===== src/shared/sfra_consts.vh =====
// Constants for the signature, fuse and special-row access block.
`ifndef SFRA_CONSTS_VH
`define SFRA_CONSTS_VH
`define SFRA_SRAM_START      16'h6000
`define SFRA_SRAM_END        16'h7fff
`define SFRA_EEP_START       16'h1400
`define SFRA_EEP_END         16'h14ff
`define SFRA_SIG_PART0       5'h00
`define SFRA_SIG_PART2       5'h02
`define SFRA_SIG_GAIN_LO     5'h04
`define SFRA_SIG_GAIN_HI     5'h05
`define SFRA_SIG_OFFS_LO     5'h06
`define SFRA_SIG_OFFS_HI     5'h07
`define SFRA_SIG_SER_BASE    5'h10
`define SFRA_FUSE_WDT        4'h0
`define SFRA_FUSE_BOD        4'h1
`define SFRA_FUSE_OSC        4'h2
`define SFRA_FUSE_SYSA       4'h5
`define SFRA_FUSE_SYSB       4'h6
`define SFRA_FUSE_CODE       4'h7
`define SFRA_FUSE_BOOT       4'h8
`define SFRA_FUSE_PROT_LO    4'ha
`define SFRA_FUSE_PROT_HI    4'hb
`define SFRA_FUSE_VALID_MASK 16'h0de7
`define SFRA_PROT_KEY        12'hb45
`define SFRA_PROT_KEY_LSB    4
`define SFRA_PROT_LVL_ACCDIS 2'h2
`define SFRA_WDT_WIN_MSB     7
`define SFRA_WDT_WIN_LSB     4
`define SFRA_WDT_PER_MSB     3
`define SFRA_WDT_PER_LSB     0
`define SFRA_FUSE_RESET      8'h00
`define SFRA_TGT_WDT         3'h0
`define SFRA_TGT_BOD         3'h1
`define SFRA_TGT_OSC         3'h2
`define SFRA_TGT_SYSA        3'h3
`define SFRA_TGT_SYSB        3'h4
`define SFRA_TGT_CODE        3'h5
`define SFRA_TGT_BOOT        3'h6
`define SFRA_TGT_LAST        3'h6
`endif


===== src/hw/sfra_fuse_loader.v =====
// Fuse-to-register copy sequencer run once after every reset.
`timescale 1ns/1ps
`include "sfra_consts.vh"
module sfra_fuse_loader (
  input  wire        core_clk_in,
  input  wire        rst_in,
  input  wire [63:0] fuse_flat_in,
  output reg  [7:0]  wdt_cfg_out,
  output reg  [7:0]  bod_cfg_out,
  output reg  [7:0]  osc_cfg_out,
  output reg  [7:0]  sys_a_cfg_out,
  output reg  [7:0]  sys_b_cfg_out,
  output reg  [7:0]  code_size_out,
  output reg  [7:0]  boot_size_out,
  output reg         load_done_out
);
  reg [2:0] idx_r;
  wire [7:0] cur_byte;
  assign cur_byte = fuse_flat_in[{idx_r, 3'b000} +: 8];
  ////////////////////////////////////////////////////////////////////////
  always @(posedge core_clk_in) begin
    if (rst_in) begin
      idx_r         <= 3'h0;
      load_done_out <= 1'b0;
      wdt_cfg_out   <= `SFRA_FUSE_RESET;
      bod_cfg_out   <= `SFRA_FUSE_RESET;
      osc_cfg_out   <= `SFRA_FUSE_RESET;
      sys_a_cfg_out <= `SFRA_FUSE_RESET;
      sys_b_cfg_out <= `SFRA_FUSE_RESET;
      code_size_out <= `SFRA_FUSE_RESET;
      boot_size_out <= `SFRA_FUSE_RESET;
    end else if (!load_done_out) begin
      case (idx_r)
        `SFRA_TGT_WDT: begin
          wdt_cfg_out[`SFRA_WDT_WIN_MSB:`SFRA_WDT_WIN_LSB] <= cur_byte[`SFRA_WDT_WIN_MSB:`SFRA_WDT_WIN_LSB];
          wdt_cfg_out[`SFRA_WDT_PER_MSB:`SFRA_WDT_PER_LSB] <= cur_byte[`SFRA_WDT_PER_MSB:`SFRA_WDT_PER_LSB];
        end
        `SFRA_TGT_BOD:  bod_cfg_out   <= cur_byte;
        `SFRA_TGT_OSC:  osc_cfg_out   <= cur_byte;
        `SFRA_TGT_SYSA: sys_a_cfg_out <= cur_byte;
        `SFRA_TGT_SYSB: sys_b_cfg_out <= cur_byte;
        `SFRA_TGT_CODE: code_size_out <= cur_byte;
        default:        boot_size_out <= cur_byte;
      endcase
      idx_r <= idx_r + 3'h1;
      if (idx_r == `SFRA_TGT_LAST) begin
        load_done_out <= 1'b1;
      end
    end
  end
endmodule // sfra_fuse_loader


===== src/hw/sfra_top.v =====
// Special memory region access control, signature row and fuse store.
// Notes on behaviour
// - decode 8 KB SRAM at 0x6000-0x7FFF.
// - stack in SRAM; never fetch from SRAM.
// - 256-byte EEPROM window at 0x1400.
// - signature row is read-only for everyone.
// - three part-identifier bytes at 0x00-0x02.
// - gain word 0x04, signed offset 0x06.
// - sixteen serial bytes at 0x10-0x1F.
// - locked boot row only from boot code.
// - end-user row survives chip erase.
// - port may write end-user row when locked.
// - port reads of end-user row blocked when locked.
// - processor reads and writes end-user row.
// - anyone reads fuses; only port writes them.
// - copy fuses to targets after start-up.
// - fuse changes act only after reset.
// - watchdog fuse nibbles load window and period.
// - access-disabled level blocks port NV accesses.
`timescale 1ns/1ps
`include "sfra_consts.vh"
module sfra_top #(
  parameter [7:0]   PART_ID0     = 8'h5a,     // Arbitrary identity value.
  parameter [7:0]   PART_ID1     = 8'h01,     // Arbitrary identity value.
  parameter [7:0]   PART_ID2     = 8'h02,     // Arbitrary identity value.
  parameter [15:0]  GAIN_CAL     = 16'h0100,
  parameter [15:0]  OFFSET_CAL   = 16'h0000,
  parameter [127:0] SERIAL       = 128'h0f0e0d0c0b0a09080706050403020100,
  parameter [95:0]  FUSE_DEFAULT = 96'h0
) (
  input  wire        core_clk_in,
  input  wire        rst_in,
  // Processor data-space decode.
  input  wire [15:0] cpu_addr_in,
  input  wire        cpu_fetch_in,
  input  wire        cpu_in_boot_in,
  // Region access requests from either master.
  input  wire        acc_req_in,
  input  wire        acc_from_port_in,
  input  wire        acc_write_in,
  input  wire [2:0]  acc_region_in,
  input  wire [8:0]  acc_offset_in,
  input  wire [7:0]  acc_wdata_in,
  input  wire        acc_chip_erase_in,
  input  wire        dev_locked_in,
  output reg         sram_sel_out,
  output reg         eep_sel_out,
  output reg         fetch_fault_out,
  output reg         acc_done_out,
  output reg         acc_denied_out,
  output reg  [7:0]  acc_rdata_out,
  output reg         nv_write_out,
  output reg         user_row_erase_hold_out,
  output reg         prot_active_out,
  output wire [7:0]  wdt_cfg_out,
  output wire [7:0]  bod_cfg_out,
  output wire [7:0]  osc_cfg_out,
  output wire [7:0]  sys_a_cfg_out,
  output wire [7:0]  sys_b_cfg_out,
  output wire [7:0]  code_size_out,
  output wire [7:0]  boot_size_out,
  output wire        fuse_load_done_out
);
  localparam [2:0] REG_SIG   = 3'h0;
  localparam [2:0] REG_FUSE  = 3'h1;
  localparam [2:0] REG_BOOT  = 3'h2;
  localparam [2:0] REG_USER  = 3'h3;
  localparam [2:0] REG_EEP   = 3'h4;

  ////////////////////////////////////////////////////////////////////////
  // Fuse store, flip-flops addressed by index.
  reg  [7:0]  fuse_mem_r [0:11];
  reg         prot_cap_r;
  wire [63:0] fuse_flat;
  wire [15:0] prot_word;
  wire [7:0]  sig_byte;
  wire        is_port_nv;
  wire        deny;
  reg  [7:0]  sig_sel;
  integer     k;

  assign prot_word = {fuse_mem_r[`SFRA_FUSE_PROT_HI], fuse_mem_r[`SFRA_FUSE_PROT_LO]};
  // Order matches the loader target index: wdt, bod, osc, sysa, sysb, code, boot.
  assign fuse_flat = {8'h00, fuse_mem_r[`SFRA_FUSE_BOOT], fuse_mem_r[`SFRA_FUSE_CODE],
                      fuse_mem_r[`SFRA_FUSE_SYSB], fuse_mem_r[`SFRA_FUSE_SYSA],
                      fuse_mem_r[`SFRA_FUSE_OSC], fuse_mem_r[`SFRA_FUSE_BOD],
                      fuse_mem_r[`SFRA_FUSE_WDT]};

  sfra_fuse_loader u_loader (
    .core_clk_in   (core_clk_in),
    .rst_in        (rst_in),
    .fuse_flat_in  (fuse_flat),
    .wdt_cfg_out   (wdt_cfg_out),
    .bod_cfg_out   (bod_cfg_out),
    .osc_cfg_out   (osc_cfg_out),
    .sys_a_cfg_out (sys_a_cfg_out),
    .sys_b_cfg_out (sys_b_cfg_out),
    .code_size_out (code_size_out),
    .boot_size_out (boot_size_out),
    .load_done_out (fuse_load_done_out)
  );

  ////////////////////////////////////////////////////////////////////////
  // Signature row contents.
  always @* begin
    sig_sel = 8'h00;
    if (acc_offset_in[4:0] == `SFRA_SIG_PART0) begin
      sig_sel = PART_ID0;
    end else if (acc_offset_in[4:0] == `SFRA_SIG_PART0 + 5'h01) begin
      sig_sel = PART_ID1;
    end else if (acc_offset_in[4:0] == `SFRA_SIG_PART2) begin
      sig_sel = PART_ID2;
    end else if (acc_offset_in[4:0] == `SFRA_SIG_GAIN_LO) begin
      sig_sel = GAIN_CAL[7:0];
    end else if (acc_offset_in[4:0] == `SFRA_SIG_GAIN_HI) begin
      sig_sel = GAIN_CAL[15:8];
    end else if (acc_offset_in[4:0] == `SFRA_SIG_OFFS_LO) begin
      sig_sel = OFFSET_CAL[7:0];
    end else if (acc_offset_in[4:0] == `SFRA_SIG_OFFS_HI) begin
      sig_sel = OFFSET_CAL[15:8];
    end else if (acc_offset_in[4]) begin
      sig_sel = SERIAL[{acc_offset_in[3:0], 3'b000} +: 8];
    end
    // reserved offsets and beyond the row read zero.
    if (acc_offset_in[8:5] != 4'h0) begin
      sig_sel = 8'h00;
    end
  end
  assign sig_byte = sig_sel;

  ////////////////////////////////////////////////////////////////////////
  // Access decision.
  assign is_port_nv = acc_from_port_in && (acc_region_in != REG_SIG);
  // signature writes refused; processor fuse writes refused
  // locked boot row; locked port user-row reads; protection.
  assign deny = (acc_region_in == REG_SIG && acc_write_in)
             || (acc_region_in == REG_FUSE && acc_write_in && !acc_from_port_in)
             || (acc_region_in == REG_BOOT && dev_locked_in && (acc_from_port_in || !cpu_in_boot_in))
             || (acc_region_in == REG_USER && dev_locked_in && acc_from_port_in && !acc_write_in)
             || (prot_active_out && (is_port_nv || (acc_from_port_in && acc_chip_erase_in)))
             || (acc_region_in > REG_EEP);

  always @(posedge core_clk_in) begin
    if (rst_in) begin
      sram_sel_out            <= 1'b0;
      eep_sel_out             <= 1'b0;
      fetch_fault_out         <= 1'b0;
      acc_done_out            <= 1'b0;
      acc_denied_out          <= 1'b0;
      acc_rdata_out           <= 8'h00;
      nv_write_out            <= 1'b0;
      user_row_erase_hold_out <= 1'b0;
      prot_active_out         <= 1'b0;
      prot_cap_r              <= 1'b1;
    end else begin
      sram_sel_out    <= (cpu_addr_in >= `SFRA_SRAM_START) && (cpu_addr_in <= `SFRA_SRAM_END);
      eep_sel_out     <= (cpu_addr_in >= `SFRA_EEP_START) && (cpu_addr_in <= `SFRA_EEP_END);
      fetch_fault_out <= cpu_fetch_in && (cpu_addr_in >= `SFRA_SRAM_START) && (cpu_addr_in <= `SFRA_SRAM_END);
      // Protection level is sampled once, after the fuse copy, and held until reset.
      if (prot_cap_r && fuse_load_done_out) begin
        prot_cap_r      <= 1'b0;
        prot_active_out <= dev_locked_in
                        && (prot_word[15:`SFRA_PROT_KEY_LSB] == `SFRA_PROT_KEY)
                        && (prot_word[1:0] == `SFRA_PROT_LVL_ACCDIS);
      end
      // end-user row kept out of chip erase.
      user_row_erase_hold_out <= acc_chip_erase_in;
      acc_done_out   <= acc_req_in;
      acc_denied_out <= acc_req_in && deny;
      // user-row writes pass to the controller.
      nv_write_out   <= acc_req_in && !deny && acc_write_in && (acc_region_in != REG_FUSE);
      if (acc_req_in && !deny && !acc_write_in) begin
        if (acc_region_in == REG_SIG) begin
          acc_rdata_out <= sig_byte;
        end else if (acc_region_in == REG_FUSE && acc_offset_in < 9'd12) begin
          acc_rdata_out <= fuse_mem_r[acc_offset_in[3:0]];
        end else begin
          acc_rdata_out <= 8'h00;
        end
      end else if (acc_req_in) begin
        acc_rdata_out <= 8'h00;
      end
    end
  end

  ////////////////////////////////////////////////////////////////////////
  // Fuse storage is nonvolatile, so reset must not clear it; otherwise a
  // programmed fuse could never reach its target on the next reset.
  initial begin
    for (k = 0; k < 12; k = k + 1) begin
      fuse_mem_r[k] = FUSE_DEFAULT[k * 8 +: 8];
    end
  end

  // Fuse storage writes from the port; reserved bits are forced to zero as a
  // guard, since a nonzero reserved bit from the programmer is its own fault.
  always @(posedge core_clk_in) begin
    if (!rst_in && acc_req_in && !deny && acc_write_in && acc_region_in == REG_FUSE
        && acc_offset_in < 9'd12) begin
      fuse_mem_r[acc_offset_in[3:0]] <= (acc_offset_in[3:0] == `SFRA_FUSE_PROT_LO) ? (acc_wdata_in & 8'hf3) :
                                        (acc_offset_in[3:0] == 4'h3 || acc_offset_in[3:0] == 4'h4 ||
                                         acc_offset_in[3:0] == 4'h9) ? 8'h00 : acc_wdata_in;
    end
  end
endmodule // sfra_top


===== config.mk =====
export PLATFORM = sky130hd
export DESIGN_NAME = sfra_top
export DESIGN_NICKNAME = d
export VERILOG_FILES = /design/src/hw/sfra_fuse_loader.v /design/src/hw/sfra_top.v
export VERILOG_INCLUDE_DIRS = /design/src /design/src/shared
export SDC_FILE = /design/constraint.sdc
export NUM_CORES = 1
export LEC_CHECK = 0
export ABC_AREA = 0
export ABC_CLOCK_PERIOD_IN_PS = 4000
export BUFFER_PORTS_ARGS = -buffer_cell sky130_fd_sc_hd__buf_2
export CORE_ASPECT_RATIO = 1.1
export CORE_MARGIN = 3
export CORE_UTILIZATION = 56
export CTS_CLUSTER_DIAMETER = 30
export DETAILED_ROUTE_END_ITERATION = 8
export GPL_ROUTABILITY_DRIVEN = 0
export PLACE_DENSITY = 0.79
export SYNTH_ARGS = -nofsm -noshare
export SYNTH_HDL_FRONTEND = slang
export SYNTH_SLANG_ARGS = --single-unit

===== constraint.sdc =====
create_clock -name core_clk_in -period 4 [get_ports core_clk_in]
set_input_delay 1 -clock core_clk_in [delete_from_list [all_inputs] [get_ports core_clk_in]]
set_output_delay 1 -clock core_clk_in [all_outputs]
set_load 0.05 [all_outputs]

==> report_table.html <==
<table>
<tr><th>Metric</th><th>Value</th></tr>
<tr><th colspan="2">Clocking</th></tr>
<tr><td>Setup Buffers After CTS</td><td>0</td></tr>
<tr><td>Root buffer selected by CTS</td><td>clkbuf_16</td></tr>
<tr><td>Clock tree sinks</td><td>177</td></tr>
<tr><td>Number of buffers created by CTS</td><td>17</td></tr>
<tr><td>Clock-pin slew on the worst setup and hold paths</td><td>~0.07 ns</td></tr>
<tr><td>Maximum count of clock buffers along a single path</td><td>2</td></tr>
<tr><td>CTS Hold Bufs</td><td>0</td></tr>
<tr><td>Later-pin clock latency in the skew report</td><td>roughly 0.42 ns</td></tr>
<tr><td>TritonCTS clock tree</td><td>yes</td></tr>
<tr><td>Count of H-tree levels built during CTS</td><td>4</td></tr>
<tr><td>Post-cts resize count</td><td>0</td></tr>
<tr><th colspan="2">Pwr</th></tr>
<tr><td>Fraction of power consumed by the clock network</td><td>0.384</td></tr>
<tr><td>Combinational share of power</td><td>0.134</td></tr>
<tr><td>Internal Power</td><td>between 3 and 4 mW</td></tr>
<tr><td>Power share of the sequential group</td><td>0.482</td></tr>
<tr><td>Power per Cell Area</td><td>between 400 and 500 nW/µm²</td></tr>
<tr><td>Net switching share of the total power</td><td>0.270</td></tr>
<tr><td>Maximum VDD drop</td><td>slightly above 0.0003 V</td></tr>
<tr><td>Net switching power of the design</td><td>1.13 mW</td></tr>
<tr><td>Leak</td><td>~3.3 nW</td></tr>
<tr><th colspan="2">Place</th></tr>
<tr><td>Number of input and output port buffers inserted</td><td>~110</td></tr>
<tr><td>Cell count after placement</td><td>897</td></tr>
<tr><td>Post-DP HPWL</td><td>around 12,000 µm</td></tr>
<tr><th colspan="2">Die</th></tr>
<tr><td>Floorplan row count</td><td>between 40 and 50</td></tr>
<tr><td>Initial cell density of the core</td><td>0.582</td></tr>
<tr><td>Boundary Pins</td><td>roughly 120</td></tr>
<tr><td>Placeable core region</td><td>12,900 µm²</td></tr>
<tr><td>Chip width</td><td>around 120 µm</td></tr>
<tr><td>Chip height</td><td>127 µm</td></tr>
<tr><td>Die area</td><td>14,800 µm²</td></tr>
<tr><th colspan="2">Setup path</th></tr>
<tr><td>Depth of the most critical reg-to-reg path</td><td>5</td></tr>
<tr><td>Critical Path Start</td><td>acc_offset_in[1]</td></tr>
<tr><td>Worst setup path class</td><td>input pin to flop</td></tr>
<tr><td>Worst EP required</td><td>between 4 and 5 ns</td></tr>
<tr><td>Worst-path maximum fanout</td><td>34</td></tr>
<tr><td>Setup crit start kind</td><td>input pin</td></tr>
<tr><td>Reg2Reg Capture Point</td><td>u_loader.sys_b_cfg_out[1]</td></tr>
<tr><td>Reg2Reg Setup Slack</td><td>1.11 ns</td></tr>
<tr><td>Startpoint of the worst register-to-register path</td><td>u_loader.idx_r[1]</td></tr>
<tr><td>Critical path capture point type</td><td>flop</td></tr>
<tr><td>Worst Path Arrival</td><td>between 3 and 4 ns</td></tr>
<tr><td>Endpoint of the worst setup timing path</td><td>acc_rdata_out[2]</td></tr>
<tr><th colspan="2">Yosys</th></tr>
<tr><td>Synthesized instance count</td><td>between 600 and 700</td></tr>
<tr><td>Syn Area/Cell</td><td>11.6 µm²</td></tr>
<tr><td>Area share of the largest cell type after synthesis</td><td>0.401</td></tr>
<tr><td>Count of flip-flops with a built-in enable after synthesis</td><td>100</td></tr>
<tr><td>Async set-or-reset flop fraction in the synthesized netlist</td><td>0</td></tr>
<tr><td>Portion of the post-synthesis area used by sequential elements</td><td>0.607</td></tr>
<tr><td>Most area-hungry cell type in the Yosys netlist</td><td>edfxtp_1</td></tr>
<tr><td>Prevailing post-synth register cell</td><td>edfxtp_1</td></tr>
<tr><td>Warnings, synthesis</td><td>0</td></tr>
<tr><td>Netlist area before placement</td><td>~7500 µm²</td></tr>
<tr><td>Distinct cells, synth</td><td>slightly below 50</td></tr>
<tr><td>Yosys reg bits</td><td>between 150 and 200</td></tr>
<tr><td>Synth area leaders</td><td>edfxtp_1 40%, dfxtp_1 21%, mux4_2 7.8%</td></tr>
<tr><th colspan="2">Min path</th></tr>
<tr><td>Start point of the worst hold path</td><td>u_loader.bod_cfg_out[2]</td></tr>
<tr><td>Worst hold path class</td><td>flop to flop</td></tr>
<tr><th colspan="2">Detailed routing</th></tr>
<tr><td>Number of antenna-violating nets in the routed design</td><td>0</td></tr>
<tr><td>Total via count in the routed design</td><td>5,584</td></tr>
<tr><td>Number of design-rule violations left by the first detailed-router iteration</td><td>465</td></tr>
<tr><td>Routed length per placed instance</td><td>slightly below 20 µm</td></tr>
<tr><td>Post-DR vias/cell</td><td>~6</td></tr>
<tr><td>1st-pass router iterations</td><td>5</td></tr>
<tr><td>Routed WL</td><td>17,900 µm</td></tr>
<tr><td>Number of remaining DRC errors</td><td>0</td></tr>
<tr><th colspan="2">STA</th></tr>
<tr><td>Final Max Slew Viols</td><td>0</td></tr>
<tr><td>Final setup violating endpoints</td><td>0</td></tr>
<tr><td>Maximum clock frequency</td><td>0.340 GHz</td></tr>
<tr><td>Unrepaired setup endpoints after global routing</td><td>false</td></tr>
<tr><td>Number of hold violations in the final report</td><td>0</td></tr>
<tr><td>Rel. slew slack</td><td>0.293</td></tr>
<tr><td>Hold Worst Slack</td><td>about 0.45 ns</td></tr>
<tr><td>Worst Skew</td><td>0.00790 ns</td></tr>
<tr><td>Period utilisation layout</td><td>0.735</td></tr>
<tr><td>Least-Margin Pin Slew</td><td>1.06 ns</td></tr>
<tr><td>Final critical delay including setup and external delays</td><td>~2.9 ns</td></tr>
<tr><td>Setup TNS Final</td><td>0 ns</td></tr>
<tr><th colspan="2">Run status</th></tr>
<tr><td>Result of the run</td><td>completed</td></tr>
<tr><th colspan="2">Finish</th></tr>
<tr><td>Most frequent cells in the layout</td><td>146 x nand2_1, 109 x buf_2, 100 x edfxtp_1</td></tr>
<tr><td>Filler Cell Count</td><td>between 900 and 1k</td></tr>
<tr><td>Post-Layout Cell Count</td><td>~930</td></tr>
<tr><td>Layout cells sized above 1</td><td>0.246</td></tr>
<tr><td>Diode insertion count for antenna repair</td><td>0</td></tr>
<tr><td>Layout net count</td><td>roughly 810</td></tr>
<tr><td>P&amp;R area growth vs syn</td><td>17.0%</td></tr>
<tr><td>Most common cell after layout, fill and taps aside</td><td>nand2_1</td></tr>
<tr><th colspan="2">Global routing</th></tr>
<tr><td>Pin count of the biggest net entering global routing</td><td>between 70 and 80</td></tr>
<tr><td>Vias in the first global route</td><td>roughly 5.3k</td></tr>
<tr><td>Initial antenna violation count</td><td>0</td></tr>
<tr><td>Total overflow reported by the global router</td><td>0</td></tr>
<tr><td>Total routing resource utilization after global routing</td><td>0.248</td></tr>
<tr><td>Global-route wire length before repair</td><td>around 28,000 µm</td></tr>
<tr><th colspan="2">Job</th></tr>
<tr><td>Max capacitance violation total</td><td>0</td></tr>
</table>
## cell usage after synthesis, types with 3 or more instances
cell and count:
nand3_1 4, a211oi_1 9, nand2b_1 5, buf_1 7, mux2_2 9, a21oi_1 68
buf_2 7, a22oi_1 6, nor2b_1 8, edfxtp_1 100, clkbuf_1 17, inv_1 11
dfxtp_1 77, mux4_2 26, and2_1 13, nor3_1 13, and3_1 5, o21ai_1 5
a221oi_1 4, nor4_1 5, nor2_1 42, nand2_1 146, o21ai_0 3, mux2i_1 18
ha_1 5
## stage by stage
step / util / setup slack, ns / power, mW / cell area (µm²)
after global placement: 0.637 / 0.783 / 2.59 / 8190
final: 0.681 / 1.06 / 4.18 / 8760
after floorplan: - / 0.833 / 2.46 / 7490
after detailed placement: 0.637 / 0.629 / 2.61 / 8190
after global routing: 0.681 / 0.887 / 4.31 / 8760
after CTS: 0.681 / 1.06 / 4.19 / 8760
## worst min path at each step
stage,endpoint,slack [ns],depth (start not counted)
4_1_cts,u_loader.code_size_out[4],0.45,2
3_5_place_dp,u_loader.code_size_out[4],0.44,2
2_1_floorplan,prot_cap_r,0.43,1
3_3_place_gp,u_loader.osc_cfg_out[1],0.44,2
6_report,u_loader.bod_cfg_out[2],0.45,2
5_1_grt,u_loader.code_size_out[4],0.47,2
## state kept, by name (all words and copies together) (netlist names), 3 cells and up
| signal | count |
|---|---|
| u_loader.code_size_out | 8 |
| u_loader.idx_r | 3 |
| u_loader.osc_cfg_out | 8 |
| fuse_mem_r | 100 |
| u_loader.bod_cfg_out | 8 |
| u_loader.wdt_cfg_out | 8 |
| acc_rdata_out | 8 |
| u_loader.boot_size_out | 8 |
| u_loader.sys_b_cfg_out | 8 |
| u_loader.sys_a_cfg_out | 8 |
## power by group through the flow
stage                     Combinational, mW  Sequential [mW]  Clock, mW
after floorplan                       0.270             2.19          0
after global placement                0.542             2.05          0
after detailed placement              0.556             2.06          0
after CTS                             0.559             2.02       1.61
after global routing                  0.604             2.02       1.69
final                                 0.561             2.02       1.61
## logic make-up (layout without fill, tap and decap cells)
kind of cell / count (synthesis) / count (layout) / synth area share
and+or+nand+nor: 252 / 252 / 0.147
DFF: 177 / 177 / 0.607
AOI/OAI and AO/OA: 109 / 109 / 0.0863
muxes: 54 / 54 / 0.119
buffers and inverters: 47 / 169 / 0.0283
adders and majority gates: 5 / 5 / 0.00836
xor gates and xnor gates: 2 / 2 / 0.00234
other: 1 / 4 / 0.000501
## per-layer routing
layer	vias to the layer above	routed length (µm)	global-route usage
li1	2564	-	-
met1	2684	7090	0.322
met2	285	8550	0.402
met3	51	1530	0.0464
met4	0	731	0.119
met5	-	0	0
## worst max-delay path: stages
cell	delay (ns)
buf_2	0.78
mux2i_1	0.20
mux4_2	0.54
a211oi_1	0.43
o211ai_1	0.15
a21oi_1	0.16
## layout make-up
cell class                      count  area [µm²]  area share
Sequential cell                   177        4540       0.519
Clock inverter                     14         139      0.0159
Timing Repair Buffer              125         666      0.0760
Multi-Input combinational cell    426        2740       0.313
Tap cell                          157         196      0.0224
Clock buffer                       18         429      0.0490
Inverter                           12        45.0     0.00514
(Power assumes the default switching activity.)
